<file path="config.mk">
export PLATFORM = sky130hd
export DESIGN_NAME = dhm_handler
export DESIGN_NICKNAME = d
export VERILOG_FILES = /design/src/core/dhm_pkg.sv /design/src/core/dhm_handler.sv
export VERILOG_INCLUDE_DIRS = /design/src /design/src/core
export SDC_FILE = /design/constraint.sdc
export NUM_CORES = 1
export LEC_CHECK = 0
export ABC_AREA = 0
export BUFFER_PORTS_ARGS = -buffer_cell sky130_fd_sc_hd__buf_2
export CORE_UTILIZATION = 58
export DETAILED_ROUTE_END_ITERATION = 12
export GPL_TIMING_DRIVEN = 0
export PLACE_DENSITY = 0.8
export SLEW_MARGIN = 15
export SYNTH_ARGS = -nofsm -noshare
export SYNTH_HDL_FRONTEND = slang
export SYNTH_HIERARCHICAL = 1
export SYNTH_SLANG_ARGS = --single-unit
</file>
<file path="constraint.sdc">
create_clock -name clk -period 3.61 [get_ports clk]
set_input_delay 0.361 -clock clk [delete_from_list [all_inputs] [get_ports clk]]
set_output_delay 0.361 -clock clk [all_outputs]
set_load 0.02 [all_outputs]
</file>
<file path="src/core/dhm_map.svh">
// constants of the detector host message handler: codes, layout, timing
`ifndef DHM_MAP_SVH
`define DHM_MAP_SVH
`define DHM_CLK_HZ      125000000
`define DHM_TEST_S      15
`define DHM_POLL_TO_S   300
`define DHM_PAT_BAUD    1200
`define DHM_HDR_LEN     4'ha
`define DHM_ADDR_LEN    4'h8
`define DHM_LF          8'h0a
`define DHM_PAD         8'h20
`define DHM_MAX_AXLES   6'h28
`define DHM_ACK_TRIES   3'h5
`define DHM_C_INIT_COLD 16'h4943
`define DHM_C_INIT_WARM 16'h4957
`define DHM_C_T_CARR    16'h4a43
`define DHM_C_T_MARK    16'h4a4d
`define DHM_C_T_PAT     16'h4a50
`define DHM_C_T_SPACE   16'h4a53
`define DHM_C_LIST_DEF  16'h4c44
`define DHM_C_LIST_ALL  16'h4c54
`define DHM_C_RESEND    16'h5241
`define DHM_C_HEAT_REQ  16'h5242
`define DHM_C_SET_LOC   16'h534c
`define DHM_C_SET_MODEM 16'h534d
`define DHM_C_SET_ALARM 16'h5351
`define DHM_C_STRESS    16'h5352
`define DHM_C_PARAM_REQ 16'h5358
`define DHM_C_TIME_RD   16'h5452
`define DHM_C_SET_TIME  16'h5453
`define DHM_C_TEST_TRN  16'h5454
`define DHM_C_WX_RD     16'h5752
`define DHM_C_PWR_UP    16'h4950
`define DHM_C_TR_START  16'h5a41
`define DHM_C_TR_AXLE   16'h5a42
`define DHM_C_TR_WHEEL  16'h5a43
`define DHM_C_TR_HEAT   16'h5a45
`define DHM_C_TR_END    16'h5a55
`define DHM_C_TR_FINAL  16'h5a5a
`endif

</file>
<file path="src/core/dhm_pkg.sv">
// types of the detector host message handler
package dhm_pkg;
  typedef logic [15:0] dhm_code_t;
  typedef struct packed {
    dhm_code_t  code;
    logic [5:0] axles;
    logic       has_text;
  } dhm_snd_t;
  typedef struct packed {
    dhm_code_t  kind;
    logic [7:0] data;
  } dhm_set_t;
  typedef enum logic [2:0] {
    DHM_L_IDLE = 3'b000, DHM_L_MARK = 3'b001, DHM_L_SPACE = 3'b010,
    DHM_L_CARR = 3'b011, DHM_L_PAT = 3'b100
  } dhm_line_t;
  typedef enum logic [1:0] {
    DHM_F_IDLE = 2'b00, DHM_F_HDR = 2'b01, DHM_F_TXT = 2'b10, DHM_F_LF = 2'b11
  } dhm_fmt_t;
  typedef enum logic [1:0] {
    DHM_T_NONE = 2'b00, DHM_T_OPEN = 2'b01, DHM_T_AXLE = 2'b10, DHM_T_END = 2'b11
  } dhm_train_t;
endpackage

</file>
<file path="src/core/dhm_handler.sv">
// detector host message handler with its outgoing byte fifo
`timescale 1ns/1ps
`include "dhm_map.svh"

module dhm_fifo #(
  parameter int W = 8,
  parameter int D = 8
) (
  input  wire logic         clk,
  input  wire logic         rst_n,
  input  wire logic         in_valid,
  output logic              in_ready,
  input  wire logic [W-1:0] in_data,
  output logic              out_valid,
  input  wire logic         out_ready,
  output logic [W-1:0]      out_data
);
  localparam int AW = $clog2(D);
  logic [W-1:0] mem_reg [D];
  logic [AW:0]  wr_reg;
  logic [AW:0]  rd_reg;
  logic         push;
  logic         pop;

  // full when pointers differ only in the wrap bit
  assign in_ready  = (wr_reg ^ rd_reg) != {1'b1, {AW{1'b0}}};
  assign out_valid = wr_reg != rd_reg;
  assign out_data  = mem_reg[rd_reg[AW-1:0]];
  assign push      = in_valid & in_ready;
  assign pop       = out_valid & out_ready;

  // storage has no reset, only the pointers matter
  always_ff @(posedge clk)
  begin
    if (push)
      mem_reg[wr_reg[AW-1:0]] <= in_data;
  end

  // pointers
  always_ff @(posedge clk or negedge rst_n)
  begin
    if (!rst_n)
    begin
      wr_reg <= '0;
      rd_reg <= '0;
    end
    else
    begin
      if (push)
        wr_reg <= wr_reg + 1'b1;
      if (pop)
        rd_reg <= rd_reg + 1'b1;
    end
  end
endmodule

module dhm_handler #(
  parameter logic [31:0] TEST_CYC    = 32'(`DHM_TEST_S * `DHM_CLK_HZ),
  parameter logic [35:0] POLL_TO_CYC = 36'(64'(`DHM_POLL_TO_S) * 64'(`DHM_CLK_HZ)),
  parameter bit          DUAL_SUPPORTED = 1'b1
) (
  input  wire logic                clk,
  input  wire logic                rst_n,
  input  wire logic                poll_mode,
  input  wire logic                fmt_7e1,
  input  wire logic [7:0]          addr_letter,
  input  wire logic [7:0][7:0]     site_name,
  input  wire logic                talker_cfg,
  input  wire logic                rx_valid,
  input  wire logic [7:0]          rx_data,
  output logic                     init_cold,
  output logic                     init_warm,
  output logic                     req_valid,
  output dhm_pkg::dhm_code_t       req_code,
  output logic                     set_valid,
  output dhm_pkg::dhm_set_t        set_word,
  output logic                     set_done,
  output logic                     line_test,
  output logic                     line_level,
  output logic                     carrier_on,
  input  wire logic                snd_valid,
  output logic                     snd_ready,
  input  wire dhm_pkg::dhm_snd_t   snd_hdr,
  output logic                     snd_reject,
  input  wire logic                txt_valid,
  output logic                     txt_ready,
  input  wire logic [7:0]          txt_data,
  input  wire logic                txt_last,
  input  wire logic                ack_ok,
  input  wire logic                ack_miss,
  input  wire logic                train_done,
  input  wire logic                train_defect,
  output logic                     announce,
  output logic                     announce_always,
  output logic                     tx_valid,
  input  wire logic                tx_ready,
  output logic [7:0]               tx_data
);
  localparam logic [16:0] PAT_HALF = 17'(`DHM_CLK_HZ / `DHM_PAT_BAUD);

  // receive side
  logic [7:0]         rx_b;
  logic [3:0]         ridx_reg;
  logic               match_reg;
  dhm_pkg::dhm_code_t rtype_reg;
  logic [7:0]         addr_exp;
  logic               rx_end;
  logic               is_set;
  // line test
  dhm_pkg::dhm_line_t line_reg;
  logic [31:0]        tcnt_reg;
  logic [16:0]        pcnt_reg;
  logic               pat_reg;
  logic               test_go;
  dhm_pkg::dhm_line_t test_sel;
  // policy
  logic [35:0]        pto_cnt_reg;
  logic               poll_to_reg;
  logic               ack_fail_reg;
  logic [2:0]         miss_reg;
  logic               talker_reg;
  logic               saved_reg;
  logic               forced_q_reg;
  logic               forced;
  // transmit side
  dhm_pkg::dhm_fmt_t   fst_reg;
  dhm_pkg::dhm_train_t train_reg;
  dhm_pkg::dhm_snd_t   cur_reg;
  logic [3:0]          hidx_reg;
  logic                drop_reg;
  logic                ip_pend_reg;
  logic                rb_pend_reg;
  logic                rb_seen;
  logic                take;
  logic                ok;
  logic                f_valid;
  logic                f_ready;
  logic [7:0]          f_byte;
  logic [7:0]          h_byte;

  // seven-bit format strips the parity position from every byte
  assign rx_b = fmt_7e1 ? {1'b0, rx_data[6:0]} : rx_data;

  // dial-in compares the whole site name, polling only the letter
  always_comb
  begin
    if (poll_mode)
      addr_exp = (ridx_reg == 4'h0) ? addr_letter : rx_b;
    else
      addr_exp = site_name[3'(3'h7 - ridx_reg[2:0])];
  end

  assign rx_end = rx_valid & (rx_b == `DHM_LF);
  assign is_set = (rtype_reg == `DHM_C_SET_LOC) | (rtype_reg == `DHM_C_SET_ALARM)
                | (rtype_reg == `DHM_C_SET_TIME);

  // header walk: address bytes, then the two type bytes
  always_ff @(posedge clk or negedge rst_n)
  begin
    if (!rst_n)
    begin
      ridx_reg  <= 4'h0;
      match_reg <= 1'b1;
      rtype_reg <= 16'h0000;
    end
    else if (rx_end)
    begin
      ridx_reg  <= 4'h0;
      match_reg <= 1'b1;
    end
    else if (rx_valid && ridx_reg < `DHM_HDR_LEN)
    begin
      ridx_reg <= ridx_reg + 4'h1;
      if (ridx_reg < `DHM_ADDR_LEN && rx_b != addr_exp)
        match_reg <= 1'b0;
      if (ridx_reg == `DHM_ADDR_LEN)
        rtype_reg[15:8] <= rx_b;
      if (ridx_reg == `DHM_ADDR_LEN + 4'h1)
        rtype_reg[7:0] <= rx_b;
    end
  end

  // text of a settings write streams straight out
  always_ff @(posedge clk or negedge rst_n)
  begin
    if (!rst_n)
    begin
      set_valid <= 1'b0;
      set_word  <= '0;
    end
    else
    begin
      set_valid <= rx_valid & ~rx_end & match_reg & is_set
                 & (ridx_reg == `DHM_HDR_LEN);
      if (rx_valid)
        set_word <= '{kind: rtype_reg, data: rx_b};
    end
  end

  // dispatch at the linefeed of a complete, addressed message
  always_ff @(posedge clk or negedge rst_n)
  begin
    if (!rst_n)
    begin
      init_cold <= 1'b0;
      init_warm <= 1'b0;
      req_valid <= 1'b0;
      req_code  <= 16'h0000;
      set_done  <= 1'b0;
    end
    else
    begin
      init_cold <= 1'b0;
      init_warm <= 1'b0;
      req_valid <= 1'b0;
      set_done  <= 1'b0;
      if (rx_end && match_reg && ridx_reg == `DHM_HDR_LEN)
      begin
        req_code <= rtype_reg;
        case (rtype_reg)
          `DHM_C_INIT_COLD: init_cold <= 1'b1;
          `DHM_C_INIT_WARM: init_warm <= 1'b1;
          `DHM_C_LIST_DEF, `DHM_C_LIST_ALL: req_valid <= 1'b1;
          `DHM_C_TIME_RD: req_valid <= 1'b1;
          `DHM_C_PARAM_REQ: req_valid <= 1'b1;
          `DHM_C_WX_RD: req_valid <= 1'b1;
          `DHM_C_RESEND, `DHM_C_SET_MODEM: req_valid <= 1'b1;
          `DHM_C_HEAT_REQ, `DHM_C_STRESS, `DHM_C_TEST_TRN:
            req_valid <= DUAL_SUPPORTED;
          `DHM_C_SET_LOC, `DHM_C_SET_ALARM, `DHM_C_SET_TIME:
            set_done <= 1'b1;
          default: ; // foreign types: silence
        endcase
      end
    end
  end

  assign rb_seen = rx_end & match_reg & (ridx_reg == `DHM_HDR_LEN)
                 & (rtype_reg == `DHM_C_HEAT_REQ) & DUAL_SUPPORTED;

  // line test selection from a finished test request
  always_comb
  begin
    test_go  = rx_end & match_reg & (ridx_reg == `DHM_HDR_LEN);
    test_sel = dhm_pkg::DHM_L_IDLE;
    case (rtype_reg)
      `DHM_C_T_MARK:  test_sel = dhm_pkg::DHM_L_MARK;
      `DHM_C_T_SPACE: test_sel = dhm_pkg::DHM_L_SPACE;
      `DHM_C_T_CARR:  test_sel = dhm_pkg::DHM_L_CARR;
      `DHM_C_T_PAT:   test_sel = dhm_pkg::DHM_L_PAT;
      default:        test_go  = 1'b0;
    endcase
  end

  // fixed-length test, a new request restarts the interval
  always_ff @(posedge clk or negedge rst_n)
  begin
    if (!rst_n)
    begin
      line_reg <= dhm_pkg::DHM_L_IDLE;
      tcnt_reg <= 32'h0;
    end
    else if (test_go)
    begin
      line_reg <= test_sel;
      tcnt_reg <= TEST_CYC - 32'h1;
    end
    else if (line_reg != dhm_pkg::DHM_L_IDLE)
    begin
      if (tcnt_reg == 32'h0)
        line_reg <= dhm_pkg::DHM_L_IDLE; // stops after 15 s
      else
        tcnt_reg <= tcnt_reg - 32'h1;
    end
  end

  // pattern toggles at a slow bit rate the modem can pass
  always_ff @(posedge clk or negedge rst_n)
  begin
    if (!rst_n)
    begin
      pcnt_reg <= 17'h0;
      pat_reg  <= 1'b1;
    end
    else if (line_reg != dhm_pkg::DHM_L_PAT)
    begin
      pcnt_reg <= 17'h0;
      pat_reg  <= 1'b1;
    end
    else if (pcnt_reg == PAT_HALF - 17'h1)
    begin
      pcnt_reg <= 17'h0;
      pat_reg  <= ~pat_reg;
    end
    else
      pcnt_reg <= pcnt_reg + 17'h1;
  end

  // idle line rests at mark
  always_ff @(posedge clk or negedge rst_n)
  begin
    if (!rst_n)
    begin
      line_test  <= 1'b0;
      line_level <= 1'b1;
      carrier_on <= 1'b0;
    end
    else
    begin
      line_test  <= line_reg != dhm_pkg::DHM_L_IDLE;
      carrier_on <= line_reg == dhm_pkg::DHM_L_CARR;
      case (line_reg)
        dhm_pkg::DHM_L_SPACE: line_level <= 1'b0;
        dhm_pkg::DHM_L_PAT:   line_level <= pat_reg;
        default:              line_level <= 1'b1;
      endcase
    end
  end

  // poll watchdog, only while polled standalone
  always_ff @(posedge clk or negedge rst_n)
  begin
    if (!rst_n)
    begin
      pto_cnt_reg <= 36'h0;
      poll_to_reg <= 1'b0;
    end
    else if (!poll_mode || (rx_end && match_reg && ridx_reg == `DHM_HDR_LEN))
    begin
      pto_cnt_reg <= 36'h0;
      poll_to_reg <= 1'b0;
    end
    else if (pto_cnt_reg == POLL_TO_CYC - 36'h1)
      poll_to_reg <= 1'b1;
    else
      pto_cnt_reg <= pto_cnt_reg + 36'h1;
  end

  // unanswered start/end sends; a miss in the ack cycle still counts
  always_ff @(posedge clk or negedge rst_n)
  begin
    if (!rst_n)
    begin
      miss_reg     <= 3'h0;
      ack_fail_reg <= 1'b0;
    end
    else if (!poll_mode)
    begin
      miss_reg     <= 3'h0;
      ack_fail_reg <= 1'b0;
    end
    else if (ack_miss)
    begin
      if (miss_reg == `DHM_ACK_TRIES - 3'h1)
        ack_fail_reg <= 1'b1;
      else
        miss_reg <= miss_reg + 3'h1;
    end
    else if (ack_ok)
    begin
      miss_reg     <= 3'h0;
      ack_fail_reg <= 1'b0;
    end
  end

  assign forced = poll_to_reg | ack_fail_reg;

  // policy saved on entry to forced mode, restored once both faults clear
  always_ff @(posedge clk or negedge rst_n)
  begin
    if (!rst_n)
    begin
      talker_reg   <= 1'b0;
      saved_reg    <= 1'b0;
      forced_q_reg <= 1'b0;
    end
    else
    begin
      forced_q_reg <= forced;
      if (forced && !forced_q_reg)
      begin
        saved_reg  <= talker_reg; // kept apart from the flags
        talker_reg <= 1'b1; // already always: same value
      end
      else if (!forced && forced_q_reg)
        talker_reg <= saved_reg;
      else if (!forced)
        talker_reg <= talker_cfg;
    end
  end

  // announcement decision per finished train
  always_ff @(posedge clk or negedge rst_n)
  begin
    if (!rst_n)
      announce <= 1'b0;
    else
      announce <= train_done & (train_defect | talker_reg);
  end

  assign announce_always = talker_reg;

  // order checks on outgoing train traffic; resends of start/end allowed
  always_comb
  begin
    case (snd_hdr.code)
      `DHM_C_TR_START: ok = (train_reg == dhm_pkg::DHM_T_NONE)
                          | (train_reg == dhm_pkg::DHM_T_OPEN);
      `DHM_C_TR_AXLE:  ok = (train_reg == dhm_pkg::DHM_T_OPEN)
                          | (train_reg == dhm_pkg::DHM_T_AXLE);
      `DHM_C_TR_WHEEL: ok = (train_reg == dhm_pkg::DHM_T_AXLE)
                          & (snd_hdr.axles <= `DHM_MAX_AXLES)
                          & (snd_hdr.axles != 6'h0);
      `DHM_C_TR_END:   ok = train_reg != dhm_pkg::DHM_T_NONE;
      `DHM_C_TR_FINAL: ok = train_reg == dhm_pkg::DHM_T_END;
      `DHM_C_TR_HEAT:  ok = rb_pend_reg;
      default:         ok = 1'b1;
    endcase
  end

  assign snd_ready = (fst_reg == dhm_pkg::DHM_F_IDLE) & ~ip_pend_reg;
  assign take      = snd_valid & snd_ready;

  // train sequence tracking on accepted messages
  always_ff @(posedge clk or negedge rst_n)
  begin
    if (!rst_n)
      train_reg <= dhm_pkg::DHM_T_NONE;
    else if (take && ok)
    begin
      case (snd_hdr.code)
        `DHM_C_TR_START: train_reg <= dhm_pkg::DHM_T_OPEN;
        `DHM_C_TR_AXLE:  train_reg <= dhm_pkg::DHM_T_AXLE;
        `DHM_C_TR_END:   train_reg <= dhm_pkg::DHM_T_END;
        `DHM_C_TR_FINAL: train_reg <= dhm_pkg::DHM_T_NONE;
        default:         train_reg <= train_reg;
      endcase
    end
  end

  // heat request pending; a new request beats the clear
  always_ff @(posedge clk or negedge rst_n)
  begin
    if (!rst_n)
      rb_pend_reg <= 1'b0;
    else if (rb_seen)
      rb_pend_reg <= 1'b1;
    else if (take && ok && snd_hdr.code == `DHM_C_TR_HEAT)
      rb_pend_reg <= 1'b0;
  end

  // framer state: header, optional text, linefeed
  always_ff @(posedge clk or negedge rst_n)
  begin
    if (!rst_n)
    begin
      fst_reg     <= dhm_pkg::DHM_F_IDLE;
      cur_reg     <= '0;
      hidx_reg    <= 4'h0;
      drop_reg    <= 1'b0;
      ip_pend_reg <= 1'b1; // power-up report queued
      snd_reject  <= 1'b0;
    end
    else
    begin
      snd_reject <= take & ~ok;
      case (fst_reg)
        dhm_pkg::DHM_F_IDLE:
        begin
          hidx_reg <= 4'h0;
          drop_reg <= 1'b0;
          if (ip_pend_reg)
          begin
            ip_pend_reg <= 1'b0;
            cur_reg     <= '{code: `DHM_C_PWR_UP, axles: 6'h0, has_text: 1'b0};
            fst_reg     <= dhm_pkg::DHM_F_HDR;
          end
          else if (take)
          begin
            cur_reg  <= snd_hdr;
            drop_reg <= ~ok;
            if (ok)
              fst_reg <= dhm_pkg::DHM_F_HDR;
            else if (snd_hdr.has_text)
              fst_reg <= dhm_pkg::DHM_F_TXT; // swallow refused text
          end
        end
        dhm_pkg::DHM_F_HDR:
          if (f_ready)
          begin
            hidx_reg <= hidx_reg + 4'h1;
            if (hidx_reg == `DHM_HDR_LEN - 4'h1)
              fst_reg <= cur_reg.has_text ? dhm_pkg::DHM_F_TXT
                                          : dhm_pkg::DHM_F_LF;
          end
        dhm_pkg::DHM_F_TXT:
          if (txt_valid && txt_ready && txt_last)
            fst_reg <= drop_reg ? dhm_pkg::DHM_F_IDLE : dhm_pkg::DHM_F_LF;
        dhm_pkg::DHM_F_LF:
          if (f_ready)
            fst_reg <= dhm_pkg::DHM_F_IDLE;
        default: fst_reg <= dhm_pkg::DHM_F_IDLE;
      endcase
    end
  end

  // header bytes: own address, then the two type characters
  always_comb
  begin
    if (hidx_reg == `DHM_ADDR_LEN)
      h_byte = cur_reg.code[15:8];
    else if (hidx_reg == `DHM_ADDR_LEN + 4'h1)
      h_byte = cur_reg.code[7:0];
    else if (poll_mode)
      h_byte = (hidx_reg == 4'h0) ? addr_letter : `DHM_PAD;
    else
      h_byte = site_name[3'(3'h7 - hidx_reg[2:0])];
  end

  // byte offered to the fifo; stalls reach txt_ready
  always_comb
  begin
    f_valid = 1'b0;
    f_byte  = `DHM_LF;
    case (fst_reg)
      dhm_pkg::DHM_F_HDR:
      begin
        f_valid = 1'b1;
        f_byte  = h_byte;
      end
      dhm_pkg::DHM_F_TXT:
      begin
        f_valid = txt_valid & ~drop_reg;
        f_byte  = txt_data;
      end
      dhm_pkg::DHM_F_LF: f_valid = 1'b1;
      default: f_valid = 1'b0;
    endcase
    if (fmt_7e1)
      f_byte = {1'b0, f_byte[6:0]};
  end

  assign txt_ready = (fst_reg == dhm_pkg::DHM_F_TXT) & (drop_reg | f_ready);

  dhm_fifo #(
    .W (8),
    .D (8)
  ) u_fifo (
    .clk       (clk),
    .rst_n     (rst_n),
    .in_valid  (f_valid),
    .in_ready  (f_ready),
    .in_data   (f_byte),
    .out_valid (tx_valid),
    .out_ready (tx_ready),
    .out_data  (tx_data)
  );
endmodule

</file>
==> qor_table.md, run 1 <==
| Quantity | Reported |
|---|---|
| Clock buffers created by TritonCTS | 28 |
| Setup Crit Path Kind | flip-flop to output port |
| Final number of setup-violating endpoints | 0 |
| Count of H-tree levels built during CTS | 1 |
| Most used standard cells in the synthesized netlist | sky130_fd_sc_hd__dfrtp_1, sky130_fd_sc_hd__nand2_1, sky130_fd_sc_hd__nor2_1 |
| Maximum buffer depth of the clock tree | 3 |
| Global-route usage over all layers | 29.7% |
| Part of the total power dissipated in combinational logic | 35.5% |
| Clock transition time at the flip-flop clock pins of the worst setup and hold paths | 0.06 ns |
| Worst Hold Depth | 2 |
| Pin count of the biggest net entering global routing | 86 |
| Type of element launching the critical path | flip-flop |
| Slew at the pin closest to its max-slew limit | 1.10 ns |
| Number of unique standard cell types used by synthesis | 78 |
| Top-level I/O count | 187 |
| Final Hold Violating Endpoints | 0 |
| Biggest fanout along the worst timing path | 9 |
| Pre-CTS setup slack | 0.0364 ns |
| Non-filler instance count after layout | 1,820 |
| Required arrival time at the worst endpoint | 3.25 ns |
| Final period util | 95.0% |
| Placed cells | 1,765 |
| Total setup buffers inserted after CTS | 0 |
| Worst-case headroom to the max-slew limit | 25.7% |
| Share of synthesized flip-flops with an asynchronous set or reset | 76.1% |
| Critical path origin | u_fifo/wr_reg[0] |
| Clock tree from TritonCTS | built |
| DR pass1 iterations | 5 |
| Final Critical Period | 3.43 ns |
| P&R area growth vs syn | 16.8% |
| Fmax | 292 MHz |
| Post-layout net count | 1,620 |
| Die boundary height | 157 um |
| Final-layout setup total negative slack | 0 ns |
| Synthesized net count | 1,403 |
| Post-synthesis sequential element count | 268 |
| YS warnings | 6 |
| Antenna violations before repair | 3 |
| Library cell contributing the largest single delay on the critical path | sky130_fd_sc_hd__nor4_1 |
| Number of I/O port buffers | 183 |
| Seq/Total Area, Yosys | 50.2% |
| Fin Clk Skew | 0.0183 ns |
| Power density normalized to cell area | 652 nW/um^2 |
| Synth top area share | 35.7% |
| Cell count of the worst reg-to-reg path | 11 |
| Vias post-DR | 11,200 |
| Share of layout cells above drive strength 1 | 24.3% |
| Floorplan die width | 157 um |
| Max-slew violation count | 0 |
| Final worst hold slack | 0.0544 ns |
| Top cell type by total area after synthesis | sky130_fd_sc_hd__dfrtp_1 |
| RePlAce Congestion | 0.922 |
| Most frequently used flop master after synthesis | sky130_fd_sc_hd__dfrtp_1 |
| Static leakage | 0.00676 uW |
| Reg power frac | 38.1% |
| Core outline area | 23,600 sq um |
| Global-route wire length before repair | 57,900 um |
| Post-Syn Instances | 1,260 |
| Initial cell density of the core | 59.3% |
| Sum of overflow across all layers after global routing | 0 |
| Cell internal power dissipation | 6930 uW |
| Post-detailed-placement half-perimeter wirelength | 25,500 um |
| Most numerous cell in the Yosys netlist | sky130_fd_sc_hd__dfrtp_1 |
| Average wire length per cell after detail routing | 19.6 um |
| Synthesized cell area | 14,000 sq um |
| R2r startpoint | hidx_reg[1] |
| Unrepaired setup endpoints after global routing | false |
| Cell-by-cell trace of the critical path | buf_4 -> xor2_1 -> nor4_1 -> inv_1 -> clkbuf_1 -> o21a_1 -> buf_2 |
| Switching power of the nets | 3730 uW |
| Final critical-path setup slack | 0.180 ns |
| Slowest Stage Delay on Critical Path | 0.91 ns |
| Worst skew pair latency | 0.54 ns |
| Total wire length after detailed routing | 35,600 um |
| Count of routing violations after the opening detailed-route iteration | 1,009 |
| Switching Fraction | 35.0% |
| Arrival time of data at the critical path endpoint | 3.07 ns |
| Setup crit end kind | output port |
| Post-DR vias/cell | 6.13 |
| Worst Hold Launch | train_defect |
| Flip-flop count of the largest register after layout | 64 |
| Result of the run | complete, no violations |
| Max_cap viols | 0 |
| Peak ir drop on the vdd network | 0.423 mV |
| Core Util, Final | 69.3% |
| Number of global-route vias before repair | 11,100 |
| Number of clock sinks seen by CTS | 268 |
| Number of enable flip-flop cells after synthesis | 64 |
| Root cell of the clock tree | sky130_fd_sc_hd__clkbuf_16 |
| Post-synthesis average cell area | 11.1 sq um |
| Worst hold-check path type | input port to flip-flop |
| Die Outline Area | 24,800 sq um |
| Placement Rows | 56 |
| Share of power burned in the clock network | 26.5% |
| Total DRC errors in the routed layout | 0 |
| Residual antenna-violating net count after detailed routing | 0 |
| Cell types occupying the most area after synthesis | sky130_fd_sc_hd__dfrtp_1, sky130_fd_sc_hd__edfxtp_1, sky130_fd_sc_hd__mux4_2 |
cell type report:
| cell class | instances | area (sq um) |
|---|---|---|
| repair buffers | 187 | 998 |
| diodes | 2 | 5.00 |
| inverters | 37 | 139 |
| well taps | 319 | 399 |
| plain buffers | 64 | 292 |
| flip-flops and latches | 268 | 7030 |
| clock buffers | 35 | 788 |
| clock inverters | 17 | 134 |
| fillers | 1757 | 7250 |
| multi-input cells | 891 | 6580 |
cell usage in the layout (no fill, tap or decap), drive strengths merged, types with 5 or more instances in the layout:
| cell type | n |
|---|---|
| a21oi | 35 |
| a22o | 13 |
| a22oi | 5 |
| a31oi | 10 |
| a32oi | 7 |
| and2 | 8 |
| and3 | 18 |
| buf | 206 |
| clkbuf | 79 |
| clkinv | 11 |
| dfrtp | 200 |
| edfxtp | 64 |
| ha | 18 |
| inv | 38 |
| mux2 | 53 |
| mux2i | 25 |
| mux4 | 42 |
| nand2 | 134 |
| nand2b | 6 |
| nand3 | 49 |
| nand3b | 8 |
| nand4 | 35 |
| nor2 | 100 |
| nor2b | 14 |
| nor3 | 26 |
| nor3b | 10 |
| nor4 | 18 |
| nor4b | 5 |
| o211ai | 11 |
| o21ai | 46 |
| o22a | 6 |
| o22ai | 6 |
| or3 | 12 |
| or4 | 9 |
| or4b | 7 |
| xnor2 | 28 |
| xor2 | 67 |
what timing repair did:
item	4_1_cts	5_1_grt
hold buffers	1	0
gates resized for setup	1	9
endpoints found under the hold margin	49	0
endpoints found under the setup margin	8	64
per-stage QoR:
stage,area [sq um],power (uW)
2_1_floorplan,14000,6690
3_3_place_gp,15300,7640
3_5_place_dp,15400,7810
4_1_cts,16300,10700
5_1_grt,16400,11200
6_report,16400,10700
kinds of logic after synthesis:
group / Yosys count / synth area share, %
compound gates: 180 / 8.65
xor+xnor: 95 / 5.94
fa+ha+maj: 18 / 1.61
buf+inv: 101 / 3.05
flops: 268 / 50.2
mux: 120 / 13.0
simple gates: 478 / 17.6
critical path, delay by kind of cell, from the launching register on:
family | cells | cell delay [ns]
and+or+nand+nor | 1 | 0.91
xor gates and xnor gates | 1 | 0.21
buffers and inverters | 4 | 0.79
DFF | 1 | 0.38
AOI/OAI and AO/OA | 1 | 0.25
layer usage:
metal	up-vias	wire length [um]	GRT usage, %
li1	5094	-	-
met1	5556	14800	38.8
met2	433	17400	50.4
met3	68	2430	5.31
met4	0	959	9.11
met5	-	0	0
worst paths after layout:
| path | to | slack (ns) |
|---|---|---|
| worst max-delay path | txt_ready | 0.18 |
| worst min-delay path | announce | 0.05 |
| worst max register to register | u_fifo/mem_reg[0][5] | 0.32 |
| worst min register to register | req_code[6] | 0.48 |
| max in group asynchronous | pat_reg | 2.48 |
| min in group asynchronous | u_fifo/rd_reg[0] | 0.35 |
power by group through the flow:
stage	clock, uW	combinational, uW	sequential, uW
finish	2820	3780	4060
global route	2990	4100	4110
CTS	2860	3750	4050
detailed placement	0	3710	4100
global placement	0	3570	4070
floorplan	0	2570	4120
(Power assumes the default switching activity.)
==> run 2: changes to the inputs <==
--- a/config.mk
+++ b/config.mk
@@ -11,7 +11,7 @@
 export CORE_UTILIZATION = 58
 export DETAILED_ROUTE_END_ITERATION = 12
 export GPL_TIMING_DRIVEN = 0
-export PLACE_DENSITY = 0.8
+export PLACE_DENSITY = 0.81
 export SLEW_MARGIN = 15
 export SYNTH_ARGS = -nofsm -noshare
 export SYNTH_HDL_FRONTEND = slang
==> run 2 against run 1 <==
Setup slack improved by 0.10 ns. Largest cell class unchanged. Sequential power barely moved. Worst hold slack lost 0.016 ns. Core utilization up 0.23 points.
==> qor_table.md, run 2 (synthesis gave the netlist of run 1 again) <==
| Quantity | Reported | Delta |
|---|---|---|
| Result of the run | complete, no violations |  |
| Initial cell density of the core | 59.3% | unchanged |
| Share of layout cells above drive strength 1 | 23.8% | -0.47 points |
| Library cell contributing the largest single delay on the critical path | sky130_fd_sc_hd__a21oi_1 |  |
| Sum of internal, switching and leakage power | 10,900 uW | +1.7% |
| Worst hold-check path type | input port to flip-flop |  |
| Pin count of the biggest net entering global routing | 80 | -7.0% |
| P&R area growth vs syn | 17.2% |  |
| Antenna violations before repair | 2 | -1 |
| Root cell of the clock tree | sky130_fd_sc_hd__clkbuf_16 |  |
| Setup Crit Path Kind | flip-flop to flip-flop |  |
| Cell-by-cell trace of the critical path | clkbuf_1 -> clkbuf_2 -> inv_1 -> ha_1 -> nor4bb_1 -> clkbuf_1 -> a21oi_1 -> a211o_1 -> a21oi_1 |  |
| Area taken by flip-flops and latches | 7030 sq um | unchanged |
| Worst reg2reg path endpoint | u_fifo/mem_reg[4][7] |  |
| Final Critical Period | 3.33 ns | -0.103 ns |
| Unrepaired setup endpoints after global routing | false |  |
| Number of buffers and inverters on the critical path | 4 | unchanged |
| R2r startpoint | hidx_reg[1] |  |
| Arrival time of data at the critical path endpoint | 3.57 ns | +0.50 ns |
| Die boundary height | 157 um | unchanged |
| Number of global-route vias before repair | 11,100 | -0.090% |
| Count of H-tree levels built during CTS | 1 | unchanged |
| Final-layout setup total negative slack | 0 ns | unchanged |
| DR pass1 iterations | 5 | unchanged |
| Top library cells by usage in the layout, fill and taps aside | sky130_fd_sc_hd__dfrtp_1, sky130_fd_sc_hd__buf_2, sky130_fd_sc_hd__nand2_1, sky130_fd_sc_hd__nor2_1, sky130_fd_sc_hd__xor2_1 |  |
| Peak ir drop on the vdd network | 0.457 mV | +8.0% |
| Worst skew pair latency | 0.54 ns | about the same |
| Static leakage | 0.00678 uW | +0.35% |
| Slowest Stage Delay on Critical Path | 0.59 ns | -0.32 ns |
| Multi-input gate area in the final layout | 6580 sq um | about the same |
| Count of routing violations after the opening detailed-route iteration | 927 | -8.1% |
| Clock transition time at the flip-flop clock pins of the worst setup and hold paths | 0.06 ns | about the same |
| Post-layout net count | 1,620 | unchanged |
| Final period util | 92.2% | -2.8 points |
| Floorplan die width | 157 um | unchanged |
| Biggest fanout along the worst timing path | 10 | +1 |
| Setup crit end kind | flip-flop |  |
| Critical path origin | hidx_reg[1] |  |
| Final Hold Violating Endpoints | 0 | unchanged |
| Flip-flop count of the largest register after layout | 64 | unchanged |
| Placement Rows | 56 | unchanged |
| Required arrival time at the worst endpoint | 3.85 ns | +0.60 ns |
| Logic depth of the worst path, buffers included | 9 | +2 |
| Final number of setup-violating endpoints | 0 | unchanged |
| Fmax | 301 MHz | +3.1% |
| Fin Clk Skew | 0.0231 ns | +0.00476 ns |
| Residual antenna-violating net count after detailed routing | 0 | unchanged |
| Die Outline Area | 24,800 sq um | unchanged |
| Vias post-DR | 11,100 | -0.18% |
| Slew at the pin closest to its max-slew limit | 1.03 ns | -0.0694 ns |
| Cell count of the worst reg-to-reg path | 9 | -2 |
| Critical path endpoint | u_fifo/mem_reg[4][7] |  |
| Max-slew violation count | 0 | unchanged |
| Core outline area | 23,600 sq um | unchanged |
| Max_cap viols | 0 | unchanged |
| Count of filler cells inserted in the layout | 1,745 | -0.68% |
| Top-level I/O count | 187 | unchanged |
| Total wire length after detailed routing | 35,900 um | +0.86% |
| Sum of overflow across all layers after global routing | 0 | unchanged |
| Global-route usage over all layers | 29.7% | +0.057 points |
| Clock tree from TritonCTS | built |  |
| Power density normalized to cell area | 661 nW/um^2 | +1.4% |
| Post-DR vias/cell | 6.12 | -0.18% |
| Number of I/O port buffers | 183 | unchanged |
| Number of clock sinks seen by CTS | 268 | unchanged |
| Most common cell after layout, fill and taps aside | sky130_fd_sc_hd__dfrtp_1 |  |
| RePlAce Congestion | 0.942 | +2.1% |
| Total setup buffers inserted after CTS | 0 | unchanged |
| Post-detailed-placement half-perimeter wirelength | 25,200 um | -1.2% |
| Type of element launching the critical path | flip-flop |  |
| Gate family responsible for the most delay along the worst path | compound AO/OA/AOI/OAI gates |  |
| Clock buffers created by TritonCTS | 28 | unchanged |
| Average wire length per cell after detail routing | 19.7 um | +0.86% |
| Global-route wire length before repair | 57,600 um | -0.49% |
| Maximum buffer depth of the clock tree | 3 | unchanged |
| Total DRC errors in the routed layout | 0 | unchanged |
| Worst-case headroom to the max-slew limit | 30.4% | +4.7 points |
| Reg2Reg Setup Slack | 0.28 ns | -0.04 ns |
[run 2: cell types whose count changed in the layout (fill, tap and decap cells not counted), sizes merged]
cell	previous run	this run
bufinv	1	4
clkbuf	79	83
clkinv	11	6
clkinvlp	4	1
inv	38	39
[run 2: layout make-up]
class | instances | share of cell area, %
Tap cell | 319 | 2.43
Inverter | 37 | 0.846
Buffer | 64 | 1.78
Clock inverter | 13 | 1.12
Sequential cell | 268 | 42.8
Timing Repair Buffer | 187 | 6.08
Antenna cell | 2 | 0.0305
Clock buffer | 39 | 4.83
Multi-Input combinational cell | 891 | 40.1
[run 2: worst min-delay path by stage]
stage | from | endpoint | cells past startpoint
floorplan | rst_n | ack_fail_reg | 0
global placement | forced_q_reg | announce_always | 1
detailed placement | rst_n | u_fifo/rd_reg[0] | 1
CTS | train_defect | announce | 2
global route | train_done | announce | 2
finish | train_defect | announce | 2
[run 2: power by group]
group | internal, uW | switching [uW]
clock network | 1830 | 1190
logic | 1560 | 2220
registers | 3750 | 312
[run 2: through the flow]
step | cells | hold slack (ns) | util [%] | worst slack [ns] | cell area, sq um
3_3_place_gp | 1762 | 0.456 | 64.9 | -1.21 | 15300
4_1_cts | 1818 | 0.0244 | 69.4 | 0.0368 | 16400
5_1_grt | 1820 | 0.0215 | 69.5 | 0.0542 | 16400
6_report | 1820 | 0.0388 | 69.5 | 0.283 | 16400
2_1_floorplan | 1260 | 0.0654 | - | 0.871 | 14000
3_5_place_dp | 1765 | 0.325 | 65.2 | 0.0622 | 15400
[run 2: metal layers]
metal | global-route usage (%) | wire (um) | vias up
li1 | - | - | 5102
met1 | 38.5 | 14800 | 5470
met2 | 50.9 | 17700 | 478
met5 | 0 | 0 | -
met4 | 9.66 | 1060 | 0
met3 | 5.07 | 2400 | 81
[run 2: timing repair]
item | in CTS | in global routing
hold endpoints to repair | 53 | 0
endpoints found under the setup margin | 0 | 65
resized for setup | 0 | 9
hold buffers | 1 | 0
==> run 3: changes to the inputs <==
--- a/config.mk
+++ b/config.mk
@@ -6,12 +6,12 @@
 export SDC_FILE = /design/constraint.sdc
 export NUM_CORES = 1
 export LEC_CHECK = 0
-export ABC_AREA = 0
+export ABC_AREA = 1
 export BUFFER_PORTS_ARGS = -buffer_cell sky130_fd_sc_hd__buf_2
-export CORE_UTILIZATION = 58
+export CORE_UTILIZATION = 59
 export DETAILED_ROUTE_END_ITERATION = 12
 export GPL_TIMING_DRIVEN = 0
-export PLACE_DENSITY = 0.81
+export PLACE_DENSITY = 0.82
 export SLEW_MARGIN = 15
 export SYNTH_ARGS = -nofsm -noshare
 export SYNTH_HDL_FRONTEND = slang
==> run 3 against run 2 <==
First-iteration DRC count rose by 61%. Non-clock buffer count up 3. Worst hold slack got worse by 0.0089 ns. Synthesized cell count rose by 59%. Sequential share of layout area decreased by 3.0 points. Clock skew increased by 0.0050 ns. Final cell count up 42%. Final area increased by 7.4%.
==> qor_table.md, run 3 <==
| Quantity | Reported | Delta |
|---|---|---|
| Result of the run | complete, no violations |  |
| Worst skew pair latency | 0.56 ns | +0.02 ns |
| Synth top area share | 32.8% | -3.0 points |
| Required arrival time at the worst endpoint | 3.89 ns | +0.04 ns |
| Placed Area | 16,700 sq um | +8.3% |
| Worst hold-check path type | input port to flip-flop |  |
| Synthesized cell area | 15,300 sq um | +9.0% |
| Count of routing violations after the opening detailed-route iteration | 1,496 | +61% |
| Core outline area | 25,300 sq um | +7.0% |
| Fmax | 305 MHz | +1.4% |
| Synthesized net count | 2,143 | +53% |
| Total setup buffers inserted after CTS | 0 | unchanged |
| Sum of internal, switching and leakage power | 11,000 uW | +0.93% |
| Global-route usage over all layers | 33.7% | +3.9 points |
| Total wire length after detailed routing | 43,900 um | +22% |
| Share of layout cells above drive strength 1 | 16.1% | -7.7 points |
| Post-Syn Instances | 2,000 | +59% |
| Final Critical Period | 3.28 ns | -0.0445 ns |
| Setup crit end kind | flip-flop |  |
| Clock tree from TritonCTS | built |  |
| Count of filler cells inserted in the layout | 2,066 | +18% |
| Switching power of the nets | 4400 uW | +18% |
| Final period util | 90.9% | -1.2 points |
| Most used standard cells in the synthesized netlist | sky130_fd_sc_hd__nand2_1, sky130_fd_sc_hd__nor2_1, sky130_fd_sc_hd__inv_1 |  |
| Top-level I/O count | 187 | unchanged |
| Most frequently used flop master after synthesis | sky130_fd_sc_hd__dfrtp_1 |  |
| Post-DR vias/cell | 5.71 | -6.7% |
| Power density normalized to cell area | 621 nW/um^2 | -6.1% |
| Reg power frac | 36.4% | -1.0 points |
| Unrepaired setup endpoints after global routing | false |  |
| Number of clock sinks seen by CTS | 268 | unchanged |
| YS warnings | 6 | unchanged |
| Seq/Total Area, Yosys | 46.1% | -4.1 points |
| Number of I/O port buffers | 186 | +1.6% |
| Clock transition time at the flip-flop clock pins of the worst setup and hold paths | 0.06 ns | about the same |
| Cell internal power dissipation | 6550 uW | -8.2% |
| Average wire length per cell after detail routing | 17.0 um | -14% |
| Die Outline Area | 26,500 sq um | +7.1% |
| P&R area growth vs syn | 15.5% |  |
| Post-layout net count | 2,363 | +46% |
| Sum of overflow across all layers after global routing | 0 | unchanged |
| Share of power burned in the clock network | 26.5% | -1.3 points |
| DR pass1 iterations | 7 | +2 |
| Number of unique standard cell types used by synthesis | 56 | -28% |
| Type of element launching the critical path | flip-flop |  |
| Switching Fraction | 40.2% | +6.0 points |
| Top library cells by usage in the layout, fill and taps aside | sky130_fd_sc_hd__nand2_1, sky130_fd_sc_hd__nor2_1, sky130_fd_sc_hd__inv_1, sky130_fd_sc_hd__buf_2, sky130_fd_sc_hd__o21ai_0 |  |
| Final Hold Violating Endpoints | 0 | unchanged |
| Arrival time of data at the critical path endpoint | 3.56 ns | about the same |
| Post-route cell area | 17,600 sq um | +7.4% |
| Cell types occupying the most area after synthesis | sky130_fd_sc_hd__dfrtp_1, sky130_fd_sc_hd__edfxtp_1, sky130_fd_sc_hd__nand2_1 |  |
| RePlAce Congestion | 0.954 | +1.4% |
| Biggest fanout along the worst timing path | 10 | unchanged |
| Residual antenna-violating net count after detailed routing | 0 | unchanged |
| Static leakage | 0.00822 uW | +21% |
| Global-route wire length before repair | 71,400 um | +24% |
| Clock buffers created by TritonCTS | 29 | +3.6% |
| Die boundary height | 163 um | +3.5% |
| Most numerous cell in the Yosys netlist | sky130_fd_sc_hd__nand2_1 |  |
| Post-detailed-placement half-perimeter wirelength | 33,000 um | +31% |
| Top cell type by total area after synthesis | sky130_fd_sc_hd__dfrtp_1 |  |
| Fin Clk Skew | 0.0281 ns | +0.00503 ns |
| Number of global-route vias before repair | 14,300 | +29% |
| Floorplan die width | 163 um | +3.5% |
| Initial cell density of the core | 60.5% | +1.1 points |
| Total DRC errors in the routed layout | 0 | unchanged |
| Flip-flop count of the largest register after layout | 64 | unchanged |
| Share of synthesized flip-flops with an asynchronous set or reset | 76.1% | unchanged |
| Max-slew violation count | 0 | unchanged |
| Setup Crit Path Kind | flip-flop to flip-flop |  |
| Number of enable flip-flop cells after synthesis | 64 | unchanged |
| Final number of setup-violating endpoints | 0 | unchanged |
| Post-synthesis average cell area | 7.63 sq um | -31% |
| Peak ir drop on the vdd network | 0.484 mV | +5.8% |
| Post-synthesis sequential element count | 268 | unchanged |
| Slew at the pin closest to its max-slew limit | 0.919 ns | -0.110 ns |
| Pin count of the biggest net entering global routing | 76 | -5.0% |
| Part of the total power dissipated in combinational logic | 37.1% | +2.3 points |
| Antenna violations before repair | 4 | +2 |
| Most common cell after layout, fill and taps aside | sky130_fd_sc_hd__nand2_1 |  |
| Vias post-DR | 14,700 | +32% |
| Maximum buffer depth of the clock tree | 3 | unchanged |
| Worst-case headroom to the max-slew limit | 38.3% | +7.8 points |
| Root cell of the clock tree | sky130_fd_sc_hd__clkbuf_16 |  |
| Placement Rows | 58 | +3.6% |
| Max_cap viols | 0 | unchanged |
| Count of H-tree levels built during CTS | 1 | unchanged |
| Cells resized by post-CTS repair | 0 | unchanged |
| Final-layout setup total negative slack | 0 ns | unchanged |
-- run 3: changes by cell type after synthesis, sizes merged, moves of 16 or more --
cell,previous run,this run
mux2,53,0
o21ai,46,225
inv,37,242
and3,18,0
clkbuf,43,27
a21oi,35,86
xnor2,28,4
buf,21,38
mux4,42,0
nor2,100,252
nand2,134,458
xor2,67,33
mux2i,25,0
nand3,49,183
-- run 3: kinds of logic after synthesis --
logic type | synth area share, %
fa+ha+maj | 1.48
buf+inv | 8.20
flops | 46.1
compound gates | 12.8
simple gates | 29.4
xor+xnor | 2.12
-- run 3: path summary, 6_finish.rpt --
path | start | endpoint | slack [ns] | cells after the start
setup / recovery | hidx_reg[0] | u_fifo/mem_reg[7][0] | 0.33 | 12
hold / removal | train_defect | announce | 0.03 | 2
setup reg to reg | hidx_reg[0] | u_fifo/mem_reg[7][0] | 0.33 | 12
hold reg to reg | pat_reg | pat_reg | 0.47 | 2
max in group asynchronous | rst_n | ip_pend_reg | 2.15 | 4
min in group asynchronous | rst_n | tcnt_reg[11] | 0.36 | 2
-- run 3: critical path, cell delays in order (launching register included) --
cell                       delay, ns
sky130_fd_sc_hd__dfrtp_1        0.41
sky130_fd_sc_hd__buf_2          0.21
sky130_fd_sc_hd__inv_1          0.17
sky130_fd_sc_hd__clkbuf_1       0.43
sky130_fd_sc_hd__ha_1           0.27
sky130_fd_sc_hd__inv_1          0.06
sky130_fd_sc_hd__nor4_2         0.46
sky130_fd_sc_hd__nand2_1        0.10
sky130_fd_sc_hd__nand3_1        0.12
sky130_fd_sc_hd__o21ai_1        0.10
sky130_fd_sc_hd__nand2_1        0.08
sky130_fd_sc_hd__nand2_1        0.08
sky130_fd_sc_hd__a21oi_1        0.50
-- run 3: metal layers --
metal	vias to the layer above	share of wire (%)	GRT usage, %
li1	7069	-	-
met1	6912	41	42.4
met2	620	49	58.9
met3	105	6.5	4.66
met4	0	3.2	12.2
met5	-	0	0
-- run 3: metrics by stage --
stage / std cells / worst slack (ns) / util, % / hold WS [ns]
floorplan: 2000 / 1.25 / - / 0.0654
global placement: 2516 / -1.13 / 65.8 / 0.455
detailed placement: 2518 / 0.389 / 66.0 / 0.330
CTS: 2573 / 0.356 / 69.8 / 0.0292
global route: 2575 / 0.0554 / 69.8 / 0.0418
finish: 2577 / 0.327 / 69.8 / 0.0299
-- run 3: repair_timing --
item | in CTS | in global routing
setup endpoints to repair | 0 | 0
hold buffers | 1 | 0
endpoints found under the hold margin | 63 | 0
-- run 3: cell type report --
type / count / area, sq um / share of cell area (%)
timing repair buffer: 189 / 1010 / 5.70
clock buffer: 33 / 761 / 4.31
tap: 330 / 413 / 2.34
buffer: 65 / 323 / 1.83
sequential: 268 / 7030 / 39.9
antenna: 4 / 10.0 / 0.0568
inverter: 247 / 930 / 5.27
multi-input combinational: 1420 / 6980 / 39.6
clock inverter: 21 / 179 / 1.01
-- run 3: power groups by stage --
stage	combinational [uW]	clock (uW)	sequential [uW]
2_1_floorplan	2650	0	4030
3_3_place_gp	3880	0	4010
3_5_place_dp	3980	0	4030
4_1_cts	4020	2910	3980
5_1_grt	4520	3050	4030
6_report	4070	2900	3990
